**config.mk**
```make
export PLATFORM = sky130hd
export DESIGN_NAME = tcm_readout
export DESIGN_NICKNAME = d
export VERILOG_FILES = /design/src/pkg/tcm_pkg.sv /design/src/hdl/tcm_readout.sv
export SDC_FILE = /design/constraint.sdc
export NUM_CORES = 1
export LEC_CHECK = 0
export ABC_CLOCK_PERIOD_IN_PS = 4300
export BUFFER_PORTS_ARGS = -buffer_cell sky130_fd_sc_hd__buf_4
export CORE_ASPECT_RATIO = 1.25
export CORE_UTILIZATION = 54
export CTS_BUF_LIST = sky130_fd_sc_hd__clkbuf_16
export DETAILED_ROUTE_END_ITERATION = 6
export PLACE_DENSITY_LB_ADDON = 0.1
export SETUP_SLACK_MARGIN = 0.1
export SLEW_MARGIN = 10
export SYNTH_ARGS = -nofsm -noshare
export SYNTH_HDL_FRONTEND = slang
export SYNTH_SLANG_ARGS = --single-unit
```
**constraint.sdc**
```tcl
create_clock -name clk_i -period 4.3 [get_ports clk_i]
set_clock_uncertainty 0.15 [all_clocks]
set_input_delay 0.215 -clock clk_i [delete_from_list [all_inputs] [get_ports clk_i]]
set_output_delay 0.215 -clock clk_i [all_outputs]
set_load 0.01 [all_outputs]
```
**src/pkg/tcm_pkg.sv**
```systemverilog
// package: register map, field positions and carrier types of the monitor readout
package tcm_pkg;

  // ---------------------------------------------------------------
  // bus geometry
  // ---------------------------------------------------------------
  localparam int          ADR_W     = 10;
  localparam int          NCH       = 7;
  localparam int          TEMP_W    = 11;
  localparam int          NTEMP     = 4;

  // ---------------------------------------------------------------
  // register indices (byte address is four times the index)
  // ---------------------------------------------------------------
  localparam logic [7:0]  IX_INT_HI    = 8'h00;
  localparam logic [7:0]  IX_R1_HI     = 8'h01;
  localparam logic [7:0]  IX_STATUS    = 8'h02;
  localparam logic [7:0]  IX_CFG       = 8'h03;
  localparam logic [7:0]  IX_CFG_ALT   = 8'h09;
  localparam logic [7:0]  IX_ONESHOT   = 8'h0F;
  localparam logic [7:0]  IX_R1_LO     = 8'h10;
  localparam logic [7:0]  IX_R2_HI     = 8'h23;
  localparam logic [7:0]  IX_R2_LO     = 8'h24;
  localparam logic [7:0]  IX_INT_LO    = 8'h29;
  localparam logic [7:0]  IX_R3_HI     = 8'h2A;
  localparam logic [7:0]  IX_R3_LO     = 8'h2B;
  localparam logic [7:0]  IX_STATUS_B  = 8'h34;
  localparam logic [7:0]  IX_HIGH_ST   = 8'h35;
  localparam logic [7:0]  IX_LOW_ST    = 8'h36;
  localparam logic [7:0]  IX_CRIT_ST   = 8'h37;
  localparam logic [7:0]  IX_TEMP_B    = 8'h38;
  localparam logic [7:0]  IX_SENSE_HI  = 8'h54;
  localparam logic [7:0]  IX_SENSE_LO  = 8'h55;
  localparam logic [7:0]  IX_SOURCE_HI = 8'h58;
  localparam logic [7:0]  IX_SOURCE_LO = 8'h59;
  localparam logic [7:0]  IX_POWER_HI  = 8'h5B;
  localparam logic [7:0]  IX_POWER_LO  = 8'h5C;

  // ---------------------------------------------------------------
  // channel numbers of the result store
  // ---------------------------------------------------------------
  localparam logic [2:0]  CH_INT    = 3'd0;
  localparam logic [2:0]  CH_R1     = 3'd1;
  localparam logic [2:0]  CH_R2     = 3'd2;
  localparam logic [2:0]  CH_R3     = 3'd3;
  localparam logic [2:0]  CH_SENSE  = 3'd4;
  localparam logic [2:0]  CH_SOURCE = 3'd5;
  localparam logic [2:0]  CH_POWER  = 3'd6;

  // ---------------------------------------------------------------
  // status and configuration bit positions, reset values
  // ---------------------------------------------------------------
  localparam int          ST_BUSY   = 7;
  localparam int          ST_PEAK   = 6;
  localparam int          ST_GPIO   = 5;
  localparam int          ST_HIGH   = 4;
  localparam int          ST_LOW    = 3;
  localparam int          ST_FAULT  = 2;
  localparam int          ST_CRIT   = 1;
  localparam int          CF_MASK   = 7;
  localparam int          CF_THALT  = 6;
  localparam int          CF_COMP   = 5;
  localparam int          CF_REC1   = 4;
  localparam int          CF_REC23  = 3;
  localparam int          CF_VHALT  = 2;
  localparam int          CF_DAVG   = 1;
  localparam int          CF_APD    = 0;
  localparam logic [7:0]  CFG_RST   = 8'h00;
  localparam logic [15:0] MEAS_RST  = 16'h0000;
  localparam logic [7:0]  BYTE_ZERO = 8'h00;
  localparam logic [4:0]  FRAC_PAD  = 5'h00;

  // ---------------------------------------------------------------
  // carriers
  // ---------------------------------------------------------------
  typedef struct packed {
    logic                              valid;
    logic [NTEMP-1:0][TEMP_W-1:0]      val;
  } tcm_temp_s;

  typedef struct packed {
    logic        valid;
    logic [15:0] sense;
    logic [15:0] source;
    logic [15:0] power;
  } tcm_volt_s;

  typedef struct packed {
    logic       busy;
    logic       peak;
    logic       gpio_is_input;
    logic       gpio_level;
    logic       high_evt;
    logic       low_evt;
    logic       fault_evt;
    logic       fault_clr;
    logic       crit_cond;
    logic [7:0] high_status;
    logic [7:0] low_status;
    logic [7:0] crit_status;
  } tcm_evt_s;

  typedef struct packed {
    logic temperature_conv_halt;
    logic voltage_conv_halt;
    logic remote1_series_corr_off;
    logic remote23_series_corr_off;
    logic dynamic_averaging_off;
    logic antiparallel_diode_off;
  } tcm_ctl_s;

  typedef struct packed {
    logic high_read;
    logic low_read;
    logic crit_read;
  } tcm_rdn_s;

  typedef struct packed {
    logic       hi;
    logic       lo;
    logic [2:0] ch;
  } tcm_dec_s;

endpackage

```
**src/hdl/tcm_readout.sv**
```systemverilog
// module: register readout, interlock, status and configuration of the monitor
`timescale 1ns/1ps
`default_nettype none

// Overview of operation
// - upper-byte read latches that channel's lower byte
// - repeated upper-byte read refreshes the held byte
// - status and temperatures contiguous from 34h, 12 bytes
// - voltage at 54h-55h and 58h-59h, power at 5Bh-5Ch
// - temperature stored 11-bit, fraction left justified
// - busy bit never drives alert or overtemp
// - peak bit follows the surge detector level
// - gpio input change sets sticky bit, read clears
// - high limit event sets summary high bit
// - low limit event sets summary low bit
// - diode fault sets summary fault bit
// - critical condition sets crit, drives overtemp pin
// - high, low and crit summary bits clear via per-channel status reads
// - configuration mirrored at 03h and 09h
// - mask bit blocks alert in interrupt mode
// - temperature halt; updates only on one-shot
// - comparator mode selected, mask ignored there
// - series correction disable bits for remote diodes
// - voltage halt; updates only on one-shot
// - dynamic averaging disable bit
// - antiparallel disable skips remote diode 3
// - one-shot write updates halted groups only
module tcm_readout (
  // clock and reset
  input  wire logic                    clk_i,
  input  wire logic                    rst_i,
  // wishbone slave
  input  wire logic [tcm_pkg::ADR_W-1:0] wb_adr_i,
  input  wire logic [31:0]             wb_dat_i,
  input  wire logic [3:0]              wb_sel_i,
  input  wire logic                    wb_we_i,
  input  wire logic                    wb_cyc_i,
  input  wire logic                    wb_stb_i,
  output logic      [31:0]             wb_dat_o,
  output logic                         wb_ack_o,
  // converter results and events
  input  wire tcm_pkg::tcm_temp_s      temp_res_i,
  input  wire tcm_pkg::tcm_volt_s      volt_res_i,
  input  wire tcm_pkg::tcm_evt_s       evt_i,
  // control towards converters and pins
  output tcm_pkg::tcm_ctl_s            ctl_o,
  output tcm_pkg::tcm_rdn_s            status_read_o,
  output logic                         temp_oneshot_o,
  output logic                         volt_oneshot_o,
  output logic                         alert_o,
  output logic                         overtemp_out_pin_o
);
  import tcm_pkg::*;

  // ---------------------------------------------------------------
  // functions
  // ---------------------------------------------------------------
  function automatic tcm_dec_s chan_decode(input logic [7:0] idx);
    tcm_dec_s d;
    d = '0;
    unique case (idx)
      IX_INT_HI, IX_TEMP_B: begin
        d.hi = 1'b1;
        d.ch = CH_INT;
      end
      IX_INT_LO, 8'h39: begin
        d.lo = 1'b1;
        d.ch = CH_INT;
      end
      IX_R1_HI, 8'h3A: begin
        d.hi = 1'b1;
        d.ch = CH_R1;
      end
      IX_R1_LO, 8'h3B: begin
        d.lo = 1'b1;
        d.ch = CH_R1;
      end
      IX_R2_HI, 8'h3C: begin
        d.hi = 1'b1;
        d.ch = CH_R2;
      end
      IX_R2_LO, 8'h3D: begin
        d.lo = 1'b1;
        d.ch = CH_R2;
      end
      IX_R3_HI, 8'h3E: begin
        d.hi = 1'b1;
        d.ch = CH_R3;
      end
      IX_R3_LO, 8'h3F: begin
        d.lo = 1'b1;
        d.ch = CH_R3;
      end
      IX_SENSE_HI: begin
        d.hi = 1'b1;
        d.ch = CH_SENSE;
      end
      IX_SENSE_LO: begin
        d.lo = 1'b1;
        d.ch = CH_SENSE;
      end
      IX_SOURCE_HI: begin
        d.hi = 1'b1;
        d.ch = CH_SOURCE;
      end
      IX_SOURCE_LO: begin
        d.lo = 1'b1;
        d.ch = CH_SOURCE;
      end
      IX_POWER_HI: begin
        d.hi = 1'b1;
        d.ch = CH_POWER;
      end
      IX_POWER_LO: begin
        d.lo = 1'b1;
        d.ch = CH_POWER;
      end
      default: d = '0;
    endcase
    return d;
  endfunction

  function automatic logic is_cfg(input logic [7:0] idx);
    return (idx == IX_CFG) || (idx == IX_CFG_ALT);
  endfunction

  // ---------------------------------------------------------------
  // state
  // ---------------------------------------------------------------
  logic [15:0] meas_q   [0:NCH-1];
  logic [7:0]  shadow_q [0:NCH-1];
  logic [7:0]  cfg_q;
  logic        gpio_q, high_q, low_q, fault_q, crit_q;
  logic        gpio_prev_q;
  logic        temp_shot_q, volt_shot_q;
  logic        ack_q;
  logic [31:0] dat_q;

  // ---------------------------------------------------------------
  // bus decode
  // ---------------------------------------------------------------
  wire logic [7:0] idx      = wb_adr_i[ADR_W-1:2];
  wire logic       req      = wb_cyc_i & wb_stb_i & ~ack_q;
  wire logic       rd       = req & ~wb_we_i;
  wire logic       wr       = req & wb_we_i & wb_sel_i[0];
  wire tcm_dec_s   dec      = chan_decode(idx);
  wire logic       rd_hi    = rd & dec.hi;
  wire logic       rd_stat  = rd & ((idx == IX_STATUS) || (idx == IX_STATUS_B));
  wire logic       rd_high  = rd & (idx == IX_HIGH_ST);
  wire logic       rd_low   = rd & (idx == IX_LOW_ST);
  wire logic       rd_crit  = rd & (idx == IX_CRIT_ST);
  wire logic       wr_cfg   = wr & is_cfg(idx);
  wire logic       wr_shot  = wr & (idx == IX_ONESHOT);

  // ---------------------------------------------------------------
  // measurement acceptance
  // ---------------------------------------------------------------
  // a halted group only takes the result that its one-shot asked for
  wire logic t_halt    = cfg_q[CF_THALT];
  wire logic v_halt    = cfg_q[CF_VHALT];
  wire logic temp_take = temp_res_i.valid & (~t_halt | temp_shot_q);
  wire logic volt_take = volt_res_i.valid & (~v_halt | volt_shot_q);
  wire logic r3_take   = temp_take & ~cfg_q[CF_APD];
  wire logic gpio_chg  = evt_i.gpio_is_input & (evt_i.gpio_level ^ gpio_prev_q);

  // ---------------------------------------------------------------
  // status and read data
  // ---------------------------------------------------------------
  // live peak bit
  wire logic [7:0] status_byte = {evt_i.busy, evt_i.peak, gpio_q, high_q, low_q,
                                  fault_q, crit_q, 1'b0};
  wire logic [7:0] low_now     = meas_q[dec.ch][7:0];
  wire logic [7:0] misc_byte   =
      (idx == IX_STATUS || idx == IX_STATUS_B) ? status_byte :
      is_cfg(idx)                              ? cfg_q :
      (idx == IX_HIGH_ST)                      ? evt_i.high_status :
      (idx == IX_LOW_ST)                       ? evt_i.low_status :
      (idx == IX_CRIT_ST)                      ? evt_i.crit_status : BYTE_ZERO;
  // gap 56h, 57h and unmapped read zero
  wire logic [7:0] rd_byte     = dec.hi ? meas_q[dec.ch][15:8] :
                                 dec.lo ? shadow_q[dec.ch] : misc_byte;

  // busy kept out: it only reports activity
  wire logic alert_src  = gpio_q | high_q | low_q | fault_q;
  wire logic alert_d    = cfg_q[CF_COMP] ? (alert_src | evt_i.peak)
                                         : (alert_src & ~cfg_q[CF_MASK]);

  // ---------------------------------------------------------------
  // bus slave: ack one cycle after the strobe, dropped the next
  // ---------------------------------------------------------------
  always_ff @(posedge clk_i) begin
    if (rst_i) begin
      ack_q <= 1'b0;
      dat_q <= 32'h0000_0000;
    end else begin
      ack_q <= req;
      if (rd) begin
        dat_q <= {24'h00_0000, rd_byte};
      end
    end
  end

  // ---------------------------------------------------------------
  // result store and shadow bytes
  // ---------------------------------------------------------------
  always_ff @(posedge clk_i) begin
    if (rst_i) begin
      for (int c = 0; c < NCH; c++) begin
        meas_q[c]   <= MEAS_RST;
        shadow_q[c] <= BYTE_ZERO;
      end
    end else begin
      if (temp_take) begin
        for (int c = 0; c < NTEMP - 1; c++) begin
          meas_q[c] <= {temp_res_i.val[c], FRAC_PAD};
        end
      end
      if (r3_take) begin
        meas_q[CH_R3] <= {temp_res_i.val[CH_R3], FRAC_PAD};
      end
      if (volt_take) begin
        meas_q[CH_SENSE]  <= volt_res_i.sense;
        meas_q[CH_SOURCE] <= volt_res_i.source;
        meas_q[CH_POWER]  <= volt_res_i.power;
      end
      if (rd_hi) begin
        shadow_q[dec.ch] <= low_now;
      end
    end
  end

  // ---------------------------------------------------------------
  // configuration and one-shot
  // ---------------------------------------------------------------
  always_ff @(posedge clk_i) begin
    if (rst_i) begin
      cfg_q          <= CFG_RST;
      temp_shot_q    <= 1'b0;
      volt_shot_q    <= 1'b0;
      temp_oneshot_o <= 1'b0;
      volt_oneshot_o <= 1'b0;
    end else begin
      if (wr_cfg) begin
        cfg_q <= wb_dat_i[7:0];
      end
      temp_oneshot_o <= wr_shot & t_halt;
      volt_oneshot_o <= wr_shot & v_halt;
      temp_shot_q    <= (wr_shot & t_halt) | (temp_shot_q & ~temp_res_i.valid);
      volt_shot_q    <= (wr_shot & v_halt) | (volt_shot_q & ~volt_res_i.valid);
    end
  end

  always_ff @(posedge clk_i) begin
    if (rst_i) begin
      ctl_o <= '0;
    end else begin
      ctl_o.temperature_conv_halt    <= cfg_q[CF_THALT];
      ctl_o.voltage_conv_halt        <= cfg_q[CF_VHALT];
      ctl_o.remote1_series_corr_off  <= cfg_q[CF_REC1];
      ctl_o.remote23_series_corr_off <= cfg_q[CF_REC23];
      ctl_o.dynamic_averaging_off    <= cfg_q[CF_DAVG];
      ctl_o.antiparallel_diode_off   <= cfg_q[CF_APD];
    end
  end

  // ---------------------------------------------------------------
  // summary status and pins
  // ---------------------------------------------------------------
  always_ff @(posedge clk_i) begin
    if (rst_i) begin
      gpio_q             <= 1'b0;
      // follow the pin during reset so no false edge comes after it
      gpio_prev_q        <= evt_i.gpio_level;
      high_q             <= 1'b0;
      low_q              <= 1'b0;
      fault_q            <= 1'b0;
      crit_q             <= 1'b0;
      alert_o            <= 1'b0;
      overtemp_out_pin_o <= 1'b0;
      status_read_o      <= '0;
    end else begin
      gpio_prev_q <= evt_i.gpio_level;
      gpio_q      <= gpio_chg | (gpio_q & ~rd_stat);
      high_q      <= evt_i.high_evt | (high_q & ~rd_high);
      low_q       <= evt_i.low_evt | (low_q & ~rd_low);
      fault_q     <= evt_i.fault_evt | (fault_q & ~evt_i.fault_clr);
      crit_q      <= evt_i.crit_cond | (crit_q & ~rd_crit);
      alert_o            <= alert_d;
      overtemp_out_pin_o <= crit_q;
      status_read_o      <= '{high_read: rd_high, low_read: rd_low, crit_read: rd_crit};
    end
  end

  assign wb_ack_o = ack_q;
  assign wb_dat_o = dat_q;
endmodule

`default_nettype wire

```
# --- Word level (Yosys, flattened, before mapping) ---
# Memory sizes are Yosys's and may differ from the RTL's.
# Cells that the tools add are included.
word_totals:
  ff_bits: 38
  mem_bits_rw: 168
  inputBits: 178
  out_inout_bits: 46
  elab_cells: 162
  memories: 2
op_classes:
  eq_ne: 29
  mux: 35
  bitwise_logic: 60
  n_reduce_logical: 12
memory_table:
  columns: ["memory", "depth", "word_bits", "read_ports", "rd_ports_with_merged_regs", "wr", "line_no", "rtl"]
  rows:
  - ["meas_q", 7, 16, 1, 0, 7, "tcm_readout.sv:130", "logic [15:0] meas_q [0:NCH-1];"]
  - ["shadow_q", 7, 8, 1, 0, 7, "tcm_readout.sv:131", "logic [7:0] shadow_q [0:NCH-1];"]
op_table:
  columns: ["cell", "n"]
  rows:
  - ["equality test 8 x 6 -> 1 bit (second input constant)", 17]
  - ["two-way mux 16 bit", 7]
  - ["two-way mux 8 bit", 8]
  - ["equality test 8 x 7 -> 1 bit (second input constant)", 6]
  - ["bitwise AND 1 bit", 26]
  - ["OR reduction 11 bit", 2]
  - ["bitwise OR 1 bit", 20]
  - ["two-way mux 1 bit", 18]
  - ["case mux 3 bit (6 select lines)", 1]
  - ["equality test 8 x 2 -> 1 bit (second input constant)", 2]
  - ["equality test 8 x 4 -> 1 bit (second input constant)", 2]
  - ["NOT 1 bit", 13]
  - ["OR reduction 4 bit", 3]
  - ["equality test 8 x 1 -> 1 bit (second input constant)", 1]
  - ["equality test 8 x 5 -> 1 bit (second input constant)", 1]
  - ["logical NOT 8 bit", 1]
  - ["OR reduction 8 bit", 1]
  - ["OR reduction 2 bit", 3]
  - ["two-way mux 3 bit", 1]
  - ["logical OR 1 bit", 2]
  - ["XOR 1 bit", 1]

# --- Longest topological paths before layout ---
# Gate-level depths: netlist (run 1).
logic_depth:
  depth_word: 9
  depth_mapped: 12
  depth_no_buf: 7

# --- Worst setup path after synthesis (run 1) ---
# No wires, ideal clock.
synth_path:
  path_kind: "input-to-reg"
  startpoint: "input wb_adr_i[9] (netlist bit)"
  endpoint: "memory shadow_q[5][0], enable pin"
  setup_time_ns: 0.387
  arrival_ns: 2.547
  required_ns: 3.763
  path_slack_ns: 1.216
  stages: 8
  path_buffers: 2
  cell_sequence: "buf_6 -> or4_4 -> o32ai_1 -> a22o_2 -> nor3_1 -> nand2b_1 -> clkbuf_1 -> o31ai_1"
synth_rtl:
  columns: ["item", "line_no", "rtl"]
  rows:
  - ["from (decl)", "tcm_readout.sv:33", "input wire logic [tcm_pkg::ADR_W-1:0] wb_adr_i,"]
  - ["to (decl)", "tcm_readout.sv:131", null]

==> results list, run 1 <==
- The flow ran to the end, and the final reports show no timing, DRC or antenna violations.
- Req. time, crit path: 4.24 ns
- From synthesis to final layout, the design area changed by 33.18%.
* Largest net degree at the start of global routing: 65
* Area after DPL: 10720 um2
- In this run the most critical hold path is launched from evt_i[31].
- After layout, the minimum clock period comes to 3.087 ns.
* # diodes: 0
* RSZ-0062 raised after global routing: false
* Hold path cells: 3
- Critical Path Fanout Max: 27
* Total routing usage reported by global routing: 26.92%
- Half-perimeter wire length after detailed placement: 14.98 mm
- CTS built an H-tree with a depth of 4.
- The clock network accounts for 36.9% of the total power.
- Global placement routability congestion: 0.8940
* Die span in x: 119.4 um
- Remaining antenna violation count after routing: 0
- Worst vdd rail ir drop: 0.2993 mV
- The floorplan step defined a die boundary enclosing 17760 um2.
- The worst register-to-register path has a setup slack of 1.47 ns.
* Final hold viol count: 0
- Number of slew-limit violations in the final report: 0
- Row generation in the floorplan step produced 53 rows.
- Fraction of layout instances using a drive strength above 1: 22.47%
- In the final layout, the multi-input gates occupy 3645 um2.
- A synthesized cell averages 11.72 um2.
- Worst min path class: in -> reg
- Crit start category: input port
* Post-synth design cell area: 9304 um2
- Pre-CTS WS: 0.8102 ns
* Cell at the root of the clock tree: sky130_fd_sc_hd__clkbuf_16
* CTS tree: done
- The worst register-to-register path has a depth of 7.
- Measured against its own limit, the worst slew margin works out to 25.58%.
- In this run the power density over the cells is 331.0 nW/um2.
- Die height: 148.8 um
- Area share of the largest cell type after synthesis: 47.77%
- Number of warnings reported in the yosys synthesis log: 0
* Synthesis-stage register bit count: 194
- Final wirelength: 23.47 mm
- The most used flip-flop cell after synthesis is sky130_fd_sc_hd__edfxtp_1.
- Net switching is 23.45% of the power.
* Post-synth cell types: 61
* Clock-pin slew on the worst setup and hold paths: 0.07 ns
- Once the floorplan was initialized, standard cells occupied 55.24% of the core.
* Actual transition at the worst max-transition pin: 1.112 ns
- In this run the static leakage power is 4.981 nW.
- Footprint of the flip-flops and latches: 5365 um2
- Wire length of the first global-routing pass: 35.85 mm
* Worst reg2reg endpoint: shadow_q[4][6]$_SDFFCE_PN0P_
- Post-route design area: 12390 um2
- Summed over all nets, the switching power comes to 961.7 uW.
- Total Neg Setup Slack: 0 ns
- Global routing finished with a remaining overflow of 0.
- Post_cts resized: 0
- The clock passes through at most 2 buffers.
- Core area: 16840 um2
* Total setup violations reported at the end of the flow: 0
- Post-synthesis cell type with the largest combined area: sky130_fd_sc_hd__edfxtp_1
- Cell-internal power: 3.139 mW
* Vias in the first global route: 6771
* CP Data Arrival Time: 3.03 ns
- Sinks on the clock net: 194
- Initial DRT Pass Iterations: 7
* Sequential fraction of the synthesis area: 57.67%
* Minimum setup slack in the final design: 1.213 ns
* End point of the most critical hold path: alert_o$_SDFF_PP0_
- The number of antenna violations at the first check in global routing came to 0.
* Layout Nets: 1260
- The synthesized design contains 148 enable-type register cells.
* Highest clock frequency the design can meet: 324.0 MHz
* Post-synthesis cell count: 794
- The critical path in this run is classified as in -> reg.
- Fill cells in the final layout number 1148.
- In this run, flip-flops and latches consume 52.1% of the power.
* Reg-to-Reg Start: wb_ack_o$_SDFF_PP0_
* Worst Setup End Kind: flop
- Cell types occupying the most area after synthesis: sky130_fd_sc_hd__edfxtp_1 48%, sky130_fd_sc_hd__dfxtp_1 9.9%, sky130_fd_sc_hd__mux2i_1 8.9%
* Detailed-route wire length per cell: 17.85 um
- The final route contains 7090 vias.
* Via/cell ratio: 5.392
- For the worst-skew pair, the clock arrives at the later sink with an insertion delay of 0.44 ns.
- I/O Pins: 224
- Across the run, the number of max-cap violations was 0.
- Async set-or-reset flop fraction in the synthesized netlist: 0%
- Port Buffer Count: 170
* Number of design-rule violations left by the first detailed-router iteration: 748
- Power share of the combinational group: 11.0%
* Clock buffers created by TritonCTS: 17
* Final period util: 71.78%
- DRC violations left: 0
## power groups by stage
stage          clock, mW  combinational, mW  sequential, mW
2_1_floorplan          0              0.210            2.17
3_3_place_gp           0              0.355            2.17
3_5_place_dp           0              0.359            2.18
4_1_cts             1.53              0.441            2.14
5_1_grt             1.59              0.486            2.14
6_report            1.51              0.449            2.14
## layout by cell type (no fill, tap or decap), types with 4 or more instances in the layout
cell and n:
sky130_fd_sc_hd__a2111oi_2 5, sky130_fd_sc_hd__a211oi_1 13, sky130_fd_sc_hd__a21oi_1 23, sky130_fd_sc_hd__a22oi_1 15, sky130_fd_sc_hd__and2_1 79, sky130_fd_sc_hd__and4_1 7, sky130_fd_sc_hd__buf_4 182, sky130_fd_sc_hd__clkbuf_16 18
sky130_fd_sc_hd__conb_1 52, sky130_fd_sc_hd__dfxtp_1 46, sky130_fd_sc_hd__dlygate4sd3_1 111, sky130_fd_sc_hd__edfxtp_1 148, sky130_fd_sc_hd__inv_1 13, sky130_fd_sc_hd__inv_6 8, sky130_fd_sc_hd__mux2_2 8, sky130_fd_sc_hd__mux2i_1 83
sky130_fd_sc_hd__nand2_1 40, sky130_fd_sc_hd__nand2b_1 5, sky130_fd_sc_hd__nand3_1 8, sky130_fd_sc_hd__nor2_1 71, sky130_fd_sc_hd__nor2b_1 23, sky130_fd_sc_hd__nor3_1 23, sky130_fd_sc_hd__nor4_1 4, sky130_fd_sc_hd__o2111ai_1 8
sky130_fd_sc_hd__o21ai_0 33, sky130_fd_sc_hd__o22ai_1 7, sky130_fd_sc_hd__xnor2_1 4
## synth_stat cells, drive strengths merged (12+ instances only)
library cell,n
edfxtp,148
mux2i,83
and2,79
nor2,71
dfxtp,46
buf,45
nand2,41
o21ai,34
clkbuf,31
a21oi,26
nor3,25
nor2b,23
a22oi,15
a211oi,13
inv,12
## stage by stage
stage	hold slack, ns	total power [mW]	utilization [%]	instances
floorplan	0.09272	2.382	-	845
global route	0.01625	4.225	73.56	1315
global placement	0.1862	2.529	63.62	1172
detailed placement	0.1880	2.538	63.62	1172
CTS	0.0004985	4.105	73.50	1314
finish	0.01556	4.101	73.56	1315
## timing repair
action,in CTS,in global routing
endpoints found under the hold margin,108,1
hold buffers,110,1
buffers inserted,0,0
## kinds of logic after synthesis
kind of cell | after synthesis | share of synthesized area, %
simple gates | 287 | 16.74
mux | 91 | 9.898
other cells | 1 | 0.04031
xor+xnor | 5 | 0.4707
flops | 194 | 57.67
buf+inv | 88 | 5.433
compound gates | 128 | 9.750
## critical path, stage by stage
cell and delay [ns]:
sky130_fd_sc_hd__buf_4 0.25, sky130_fd_sc_hd__or3b_2 0.50, sky130_fd_sc_hd__a21oi_1 0.38, sky130_fd_sc_hd__a22o_2 0.27
sky130_fd_sc_hd__o311ai_4 0.24, sky130_fd_sc_hd__nor2_1 0.55, sky130_fd_sc_hd__nand3_1 0.24, sky130_fd_sc_hd__nand2_1 0.36
## per-layer routing
metal / part of all wire (%) / wire length, um / track usage, %
met1: 40 / 9446 / 33.12
met2: 50 / 11730 / 46.08
met3: 6.2 / 1444 / 4.817
met4: 3.6 / 850 / 12.63
met5: 0 / 0 / 0
## area by class of cell
type                    instances  share of cell area, %
clock inverters                14                 0.9088
flip-flops and latches        194                  43.30
well taps                     220                  2.222
clock buffers                  18                  3.635
repair buffers                294                  20.16
inverters                      12                 0.3635
multi-input cells             563                  29.42
## sequential cells by signal (all words and copies together) (netlist names)
| signal | count |
|---|---|
| alert_o | 1 |
| cfg_q | 8 |
| crit_q | 1 |
| ctl_o | 6 |
| fault_q | 1 |
| gpio_prev_q | 1 |
| gpio_q | 1 |
| high_q | 1 |
| low_q | 1 |
| meas_q | 92 |
| overtemp_out_pin_o | 1 |
| shadow_q | 64 |
| status_read_o | 3 |
| temp_oneshot_o | 1 |
| temp_shot_q | 1 |
| volt_oneshot_o | 1 |
| volt_shot_q | 1 |
| wb_ack_o | 1 |
| wb_dat_o | 8 |
## worst max path at each step
stage                                         endpoint  cells after the start        start
after global routing      shadow_q[4][6]$_SDFFCE_PN0P_                      8  wb_adr_i[3]
after global placement    shadow_q[4][0]$_SDFFCE_PN0P_                      8  wb_adr_i[3]
after detailed placement  shadow_q[4][2]$_SDFFCE_PN0P_                      8  wb_adr_i[3]
after floorplan               shadow_q[5][0]$_DFFE_PP_                      8  wb_adr_i[9]
after CTS                 shadow_q[4][6]$_SDFFCE_PN0P_                      8  wb_adr_i[3]
final                     shadow_q[4][6]$_SDFFCE_PN0P_                      8  wb_adr_i[3]
No activity file was read; power rests on OpenSTA's default activity.
==> run 2: changes to the inputs <==
--- a/config.mk
+++ b/config.mk
@@ -5,10 +5,11 @@
 export SDC_FILE = /design/constraint.sdc
 export NUM_CORES = 1
 export LEC_CHECK = 0
-export ABC_CLOCK_PERIOD_IN_PS = 4300
+export ABC_AREA = 1
+export ABC_CLOCK_PERIOD_IN_PS = 3000
 export BUFFER_PORTS_ARGS = -buffer_cell sky130_fd_sc_hd__buf_4
 export CORE_ASPECT_RATIO = 1.25
-export CORE_UTILIZATION = 54
+export CORE_UTILIZATION = 55
 export CTS_BUF_LIST = sky130_fd_sc_hd__clkbuf_16
 export DETAILED_ROUTE_END_ITERATION = 6
 export PLACE_DENSITY_LB_ADDON = 0.1
==> constraint.sdc (replaced) <==
create_clock -name clk_i -period 3 [get_ports clk_i]
set_clock_uncertainty 0.15 [all_clocks]
set_input_delay 0.15 -clock clk_i [delete_from_list [all_inputs] [get_ports clk_i]]
set_output_delay 0.15 -clock clk_i [all_outputs]
set_load 0.01 [all_outputs]
==> run 2 against run 1 <==
Compared with the run above: die area grew 6.7%; synthesized cell count grew 58%; non-clock buffer count grew 29; flip-flop and latch count is the same; worst hold slack lost 0.0019 ns; global-route usage grew 4.3 points; critical path depth grew 3; highest routed layer unchanged; worst setup slack lost 0.98 ns; register-to-register slack lost 0.62 ns; combinational power grew 64%; design area grew 9.4%; largest power group unchanged; clock power grew 56%.
==> results list, run 2 <==
- Outcome: finished clean
- Highest clock frequency the design can meet: 361.0 MHz
* Worst min path class: in -> reg
* Fraction of layout instances using a drive strength above 1: 17.14%
- The register with the most flip-flops in the layout has 92 of them.
- At the worst endpoint, the required time is 3.17 ns.
- Row generation in the floorplan step produced 55 rows.
- Minimum setup slack in the final design: 0.2301 ns
- The clock network burns 38.3% of the power.
- Leading cell types by count after synthesis: 278 x sky130_fd_sc_hd__inv_1, 228 x sky130_fd_sc_hd__nand2_1, 154 x sky130_fd_sc_hd__nor2_1, 148 x sky130_fd_sc_hd__edfxtp_1, 105 x sky130_fd_sc_hd__nand3_1
- In this run, the number of DRC markers left after iteration 0 of detailed routing was 741.
- The hold violation count in the final report was 0.
- The floorplan step set the die width to 123.3 um.
- Starting density of the core: 56.13%
- The later pin in the worst-skew pair is clocked with a latency of 0.44 ns.
* Hold path cells: 5
- Worst Setup End Kind: flop
* Largest net degree at the start of global routing: 57
- After synthesis, the cell types taking the most area are sky130_fd_sc_hd__edfxtp_1 44%, sky130_fd_sc_hd__inv_1 10%, sky130_fd_sc_hd__dfxtp_1 9.1%.
* Cell with the most instances after synthesis: sky130_fd_sc_hd__inv_1
- Vias in the first global route: 8889
- After global routing the overflow that remains totals 0.
- Initial DRT Pass Iterations: 7
* Die height: 153.7 um
- Post-synthesis cell count: 1257
- Commonest register cell after synthesis: sky130_fd_sc_hd__edfxtp_1
* I/O Pins: 224
- After legalization and detailed placement, the total HPWL measured 17.90 mm.
- Final period util: 92.33%
- Crit start category: input port
- The endpoint identified for the worst register-to-register timing path is status_read_o[1]$_SDFF_PP0_.
* Power share of the combinational group: 12.0%
- Clock-pin slew on the worst setup and hold paths: 0.07 ns
- Among cell families on the critical path, the largest total delay comes from buffers and inverters.
- Across the run, the number of max-cap violations was 0.
* End point of the most critical hold path: status_read_o[0]$_SDFF_PP0_
- TritonCTS built the clock tree.
- For the worst flop-to-flop path, the logic depth is 7.
* Sequential fraction of the synthesis area: 53.02%
- Port Buffer Count: 170
- IR analysis of the VDD net gives a maximum drop of 0.3721 mV.
- CP Data Arrival Time: 2.94 ns
* RSZ-0062 raised after global routing: false
* Register ranked first by flip-flop count: meas_q
* Remaining antenna violation count after routing: 0
* Cell at the root of the clock tree: sky130_fd_sc_hd__clkbuf_16
* Switching share of power: 24.12%
- In the global route stage, overall resource usage came out at 31.24%.
- The routed design has 28.50 mm of wire.
* Cell-internal power: 4.663 mW
- The total area inside the core boundary comes to 18030 um2.
- Start point of the worst hold path: wb_we_i
- Total setup violations reported at the end of the flow: 0
* Commonest cells after routing, fill and taps aside: 278 x sky130_fd_sc_hd__inv_1, 226 x sky130_fd_sc_hd__nand2_1, 200 x sky130_fd_sc_hd__buf_4
* Layout-stage area growth over the synthesis result: 33.91%
* Critical path buffer and inverter count: 7
- The largest registers in the layout are meas_q x92, shadow_q x64.
- Most common cell after layout, fill and taps aside: sky130_fd_sc_hd__inv_1
* Final min period: 2.770 ns
- Number of slew-limit violations in the final report: 0
- Number of buffers on the longest clock path: 2
* Power Dens Cells: 453.4 nW/um2
- Number of antenna violations at the first check in global routing: 1
- The detailed router placed 9253 vias in this run.
- Largest stage delay on the critical path: 0.58 ns
- The tree built by TritonCTS fans out to 194 sinks.
- After routing, the total negative slack on setup checks comes to 0 ns.
- In the routed layout, each cell is associated on average with a via count of 5.112.
* Post-Syn Area per Cell: 8.051 um2
* Number of enable flip-flop cells after synthesis: 148
- The slowest stage of the critical path is the sky130_fd_sc_hd__dlygate4sd3_1 cell.
* Worst rel slew slack: 53.47%
* Layout Nets: 1746
- Die footprint: 18950 um2
* Class of the most critical setup path: in -> reg
- Wire length of the first global-routing pass: 44.62 mm
- For this run, design rule violations remaining after detail routing come to 0.
* Post-synth cell types: 38
* Clock buffers created by TritonCTS: 17
- Async set-or-reset flop fraction in the synthesized netlist: 0%
- CTS built an H-tree with a depth of 4.
- Among the stages of the critical path, the cell type that occurs most often is sky130_fd_sc_hd__dlygate4sd3_1.
- Prior to clock tree synthesis, the placed netlist has a worst setup slack of 0.2966 ns.
* Area share of the largest cell type after synthesis: 43.92%
- Reg-to-reg setup timing slack: 0.85 ns
* Detailed-route wire length per cell: 15.74 um
- Switching power: 1.482 mW
* Post-synthesis cell type with the largest combined area: sky130_fd_sc_hd__edfxtp_1
- Global placement routability congestion: 0.8518
- Critical Path Fanout Max: 21
- Actual transition at the worst max-transition pin: 0.6971 ns
* Number of warnings reported in the yosys synthesis log: 0
* Leakage: 6.603 nW
- Once the clock tree was built, the setup fixing pass inserted 0 buffers.
- Reg-to-Reg Start: wb_ack_o$_SDFF_PP0_
* Cells along the critical path: dlygate4sd3_1 -> buf_4 -> nand2_1 -> dlygate4sd3_1 -> nor2_2 -> inv_1 -> nor2_1 -> buf_4 -> inv_1 -> nor4_1 -> dlygate4sd3_1
* Post-synth design cell area: 10120 um2
- Synthesis-stage register bit count: 194
- Sequential cells burn 49.7% of the power.
run 2: cell count changes after synthesis, sizes merged, moves of 15 or more:
| cell | change |
|---|---|
| nand3 | +101 |
| nor2b | -23 |
| inv | +275 |
| nand4 | +57 |
| and2 | -79 |
| nor2 | +91 |
| nor3 | -21 |
| nand2 | +188 |
| a21oi | +32 |
| buf | +15 |
| mux2i | -83 |
run 2: metrics by stage:
| step | area (um2) | util, % | hold WS (ns) | instances | total power, mW |
|---|---|---|---|---|---|
| 2_1_floorplan | 10310 | - | 0.02772 | 1308 | 3.437 |
| 3_3_place_gp | 11730 | 65.05 | 0.1194 | 1657 | 3.688 |
| 3_5_place_dp | 11730 | 65.05 | 0.1225 | 1657 | 3.700 |
| 4_1_cts | 13530 | 75.06 | 0.007385 | 1809 | 6.124 |
| 5_1_grt | 13550 | 75.16 | 0.03549 | 1810 | 6.344 |
| 6_report | 13550 | 75.16 | 0.01363 | 1810 | 6.145 |
run 2: how the worst max path moves through the flow:
| stage | from | cells after the start | end | slack, ns |
|---|---|---|---|---|
| final | wb_stb_i | 11 | status_read_o[1]$_SDFF_PP0_ | 0.23 |
| after CTS | wb_adr_i[3] | 14 | shadow_q[4][6]$_SDFFCE_PN0P_ | 0.18 |
| after detailed placement | wb_adr_i[5] | 13 | shadow_q[4][6]$_SDFFCE_PN0P_ | 0.30 |
| after global placement | wb_adr_i[5] | 13 | shadow_q[4][1]$_SDFFCE_PN0P_ | 0.31 |
| after global routing | wb_stb_i | 11 | status_read_o[1]$_SDFF_PP0_ | 0.10 |
| after floorplan | wb_adr_i[9] | 14 | shadow_q[0][0]$_SDFFCE_PN0P_ | 0.45 |
run 2: power by group through the flow:
| stage | Sequential [mW] | Clock, mW | Combinational (mW) |
|---|---|---|---|
| 2_1_floorplan | 3.11 | 0 | 0.332 |
| 3_3_place_gp | 3.11 | 0 | 0.578 |
| 3_5_place_dp | 3.11 | 0 | 0.587 |
| 4_1_cts | 3.05 | 2.36 | 0.714 |
| 5_1_grt | 3.06 | 2.47 | 0.808 |
| 6_report | 3.05 | 2.35 | 0.736 |
run 2: per-layer routing:
layer	GRT usage (%)	part of all wire, %	vias up
li1	-	-	4531
met1	38.22	39	4250
met2	53.07	51	392
met3	4.896	6.2	80
met4	15.26	4.2	0
met5	0	0	-
run 2: layout make-up:
class,instances,area [um2]
Clock inverter,14,153.9
Sequential cell,194,5365
Timing Repair Buffer,323,2763
Fill cell,1301,4478
Tap cell,228,285.3
Antenna cell,1,2.502
Clock buffer,18,450.4
Multi-Input combinational cell,745,3453
Inverter,287,1079
run 2: timing repair:
action | 4_1_cts | 5_1_grt
setup endpoints to repair | 0 | 34
hold buffers | 120 | 0
endpoints found under the hold margin | 121 | 0
gates resized for setup | 0 | 5
run 2: cells by family after synthesis:
logic type / Yosys count / share of synthesized area (%)
AND/OR/NAND/NOR: 570 / 24.96
buffers and inverters: 369 / 15.12
flip-flops: 194 / 53.02
AO/OA/AOI/OAI: 122 / 6.775
XOR/XNOR: 1 / 0.08656
other: 1 / 0.03706
run 2: worst register-to-register path, delay by kind of cell, from the launching register on:
family	cells	cell delay [ns]
simple gates	3	0.49
buf+inv	4	1.12
flops	1	0.33
==> run 3: changes to the inputs <==
--- a/config.mk
+++ b/config.mk
@@ -10,7 +10,6 @@
 export BUFFER_PORTS_ARGS = -buffer_cell sky130_fd_sc_hd__buf_4
 export CORE_ASPECT_RATIO = 1.25
 export CORE_UTILIZATION = 55
-export CTS_BUF_LIST = sky130_fd_sc_hd__clkbuf_16
 export DETAILED_ROUTE_END_ITERATION = 6
 export PLACE_DENSITY_LB_ADDON = 0.1
 export SETUP_SLACK_MARGIN = 0.1
@@ -18,3 +17,4 @@
 export SYNTH_ARGS = -nofsm -noshare
 export SYNTH_HDL_FRONTEND = slang
 export SYNTH_SLANG_ARGS = --single-unit
+export TNS_END_PERCENT = 10
==> run 3 against run 2 <==
Compared with the run above: routed wire length is 0.27% lower; critical path depth stayed put; clock power hardly changed; fmax is 0.30% lower; critical endpoint unchanged; global-route usage is 0.079 points lower; worst hold slack worse by 0.0056 ns.
==> results list, run 3 (same netlist as run 2, synthesis figures left out) <==
- The path with the worst hold slack has its endpoint at status_read_o[0]$_SDFF_PP0_.
* Layout Nets: 1746
* Half-perimeter wire length after detailed placement: 17.90 mm
* Largest net degree at the start of global routing: 57
- Setup bufs post-CTS: 0
- The layer flagged by global routing as most heavily used is met2.
- In the finished design, the share of the clock period the worst path needs comes to 92.60%.
- The final route contains 9190 vias.
- # Max-Cap Violations: 0
- Flip-flop count of the largest register, all copies and words added: 92
- Final wirelength: 28.42 mm
- Worst min path class: in -> reg
- Measured on the finished design, the core utilization comes to 75.20%.
- After detailed routing, the average wire length per cell comes to 15.70 um.
* Total routing usage reported by global routing: 31.16%
- Reg-to-Reg Start: wb_ack_o$_SDFF_PP0_
* Total Neg Setup Slack: 0 ns
* Core area: 18030 um2
- CP Data Arrival Time: 3.01 ns
* Fraction of layout instances using a drive strength above 1: 17.08%
* Initial DRT Pass Iterations: 5
- Later-pin clock latency in the skew report: 0.44 ns
* Worst reg2reg endpoint: status_read_o[1]$_SDFF_PP0_
- Worst Setup End Kind: flop
- Critical Path Fanout Max: 21
- The first global-routing pass estimated 44.53 mm of wire.
- Die span in x: 123.3 um
- STA puts the critical path data required time at 3.23 ns.
- Number of cells on the worst reg-to-reg path: 7
- Cell at the root of the clock tree: sky130_fd_sc_hd__clkbuf_16
* Global placement routability congestion: 0.8518
- Crit start category: input port
- The count of final max-slew check failures is 0.
- Commonest cells after routing, fill and taps aside: 278 x sky130_fd_sc_hd__inv_1, 226 x sky130_fd_sc_hd__nand2_1, 200 x sky130_fd_sc_hd__buf_4
- After clock tree synthesis, the clock-pin slew on the worst setup and hold paths is 0.07 ns.
- Number of H-tree levels: 4
- Class of the most critical setup path: in -> reg
- Clock buffers created by TritonCTS: 17
- Port buffering added 170 buffers.
- Register ranked first by flip-flop count: meas_q
- The detailed router finished its first iteration with 714 violations.
- IR analysis of the VDD net gives a maximum drop of 0.3744 mV.
- Vias in the first global route: 8870
- Grt met1 use: 38.05%
* Number of buffers on the longest clock path: 2
- CTS tree: done
- Layout-stage area growth over the synthesis result: 33.98%
* Fillers: 1296
- The sequential cells in the finished layout cover a total of 5365 um2.
- The floorplan step defined a die boundary enclosing 18950 um2.
- Core Rows: 55
- Actual transition at the worst max-transition pin: 0.6822 ns
- In this run the count of I/O pins placed on the die edge is 224.
- Total grt overflow: 0
* Via/cell ratio: 5.077
* Final hold viol count: 0
* Highest clock frequency the design can meet: 360.0 MHz
- Hold path cells: 5
- The multi-input combinational cells in the finished layout cover a total of 3451 um2.
- Sinks on the clock net: 194
- Global routing used 53.10% of the available met2 tracks.
- RSZ-0062 raised after global routing: true
* Reg-to-reg setup timing slack: 0.82 ns
* Remaining antenna violation count after routing: 0
* Biggest registers after layout: meas_q x92, shadow_q x64
- Power Dens Cells: 455.2 nW/um2
* Met3 Track Usage GR: 4.933%
* DRC violations left: 0
- Leakage: 6.606 nW
- Start point of the worst hold path: wb_we_i
* Number of antenna violations at the first check in global routing: 1
- For the finished layout, the period the worst path requires is 2.778 ns.
- The run finished with clean final reports.
- Setup violations remaining at the end of the flow were counted as 0.
- In this run the tightest slew margin relative to its limit is 54.47%.
- Leaving out fill and tap cells, the most frequent cell in the layout is sky130_fd_sc_hd__inv_1.
- For this configuration, the core starts out at a cell density of 56.13%.
* Die height: 153.7 um
-- run 3: timing repair --
action,in CTS,in global routing
endpoints found under the setup margin,0,34
hold endpoints to repair,121,0
hold buffers,120,0
resized for setup,0,3
-- run 3: layer usage --
layer | part of all wire, % | wire length [um]
met3 | 6.1 | 1744
met1 | 38 | 10850
met4 | 4.1 | 1158
met2 | 52 | 14670
met5 | 0 | 0
-- run 3: metrics by stage --
step	setup slack, ns	power [mW]	hold slack, ns	instances	instance area [um2]
after floorplan	0.4530	3.437	0.02772	1308	10310
final	0.2219	6.171	0.008056	1810	13560
after CTS	0.1751	6.149	0.007385	1809	13540
after detailed placement	0.2966	3.700	0.1225	1657	11730
after global placement	0.3147	3.688	0.1194	1657	11730
after global routing	0.06129	6.368	0.03549	1810	13560
-- run 3: area by class of cell --
cell class | count | area share [%]
sequential | 194 | 39.57
multi-input combinational | 745 | 25.45
timing repair buffer | 323 | 20.38
inverter | 287 | 7.946
clock buffer | 19 | 3.424
tap | 228 | 2.104
clock inverter | 13 | 1.107
antenna | 1 | 0.01846
-- run 3: worst max-delay path, stage by stage --
cell and delay (ns):
sky130_fd_sc_hd__dlygate4sd3_1 0.53, sky130_fd_sc_hd__buf_4 0.10, sky130_fd_sc_hd__nand2_1 0.03, sky130_fd_sc_hd__dlygate4sd3_1 0.56
sky130_fd_sc_hd__nor2_1 0.16, sky130_fd_sc_hd__inv_1 0.08, sky130_fd_sc_hd__nor2_1 0.09, sky130_fd_sc_hd__buf_4 0.16
sky130_fd_sc_hd__inv_1 0.30, sky130_fd_sc_hd__nor4_1 0.25, sky130_fd_sc_hd__dlygate4sd3_1 0.58
-- run 3: worst max-delay path by stage --
stage,start,endpoint,slack (ns),depth (start not counted)
after floorplan,wb_adr_i[9],shadow_q[0][0]$_SDFFCE_PN0P_,0.45,14
after global placement,wb_adr_i[5],shadow_q[4][1]$_SDFFCE_PN0P_,0.31,13
after detailed placement,wb_adr_i[5],shadow_q[4][6]$_SDFFCE_PN0P_,0.30,13
after CTS,wb_adr_i[3],shadow_q[4][6]$_SDFFCE_PN0P_,0.18,14
after global routing,wb_stb_i,status_read_o[1]$_SDFF_PP0_,0.06,11
final,wb_stb_i,status_read_o[1]$_SDFF_PP0_,0.22,11
-- run 3: where the power goes --
part           internal, mW  switching [mW]  total, mW
Clock                  1.32            1.06       2.38
Combinational         0.350           0.385      0.735
Sequential             3.02          0.0367       3.05
Total                  4.69            1.48       6.17
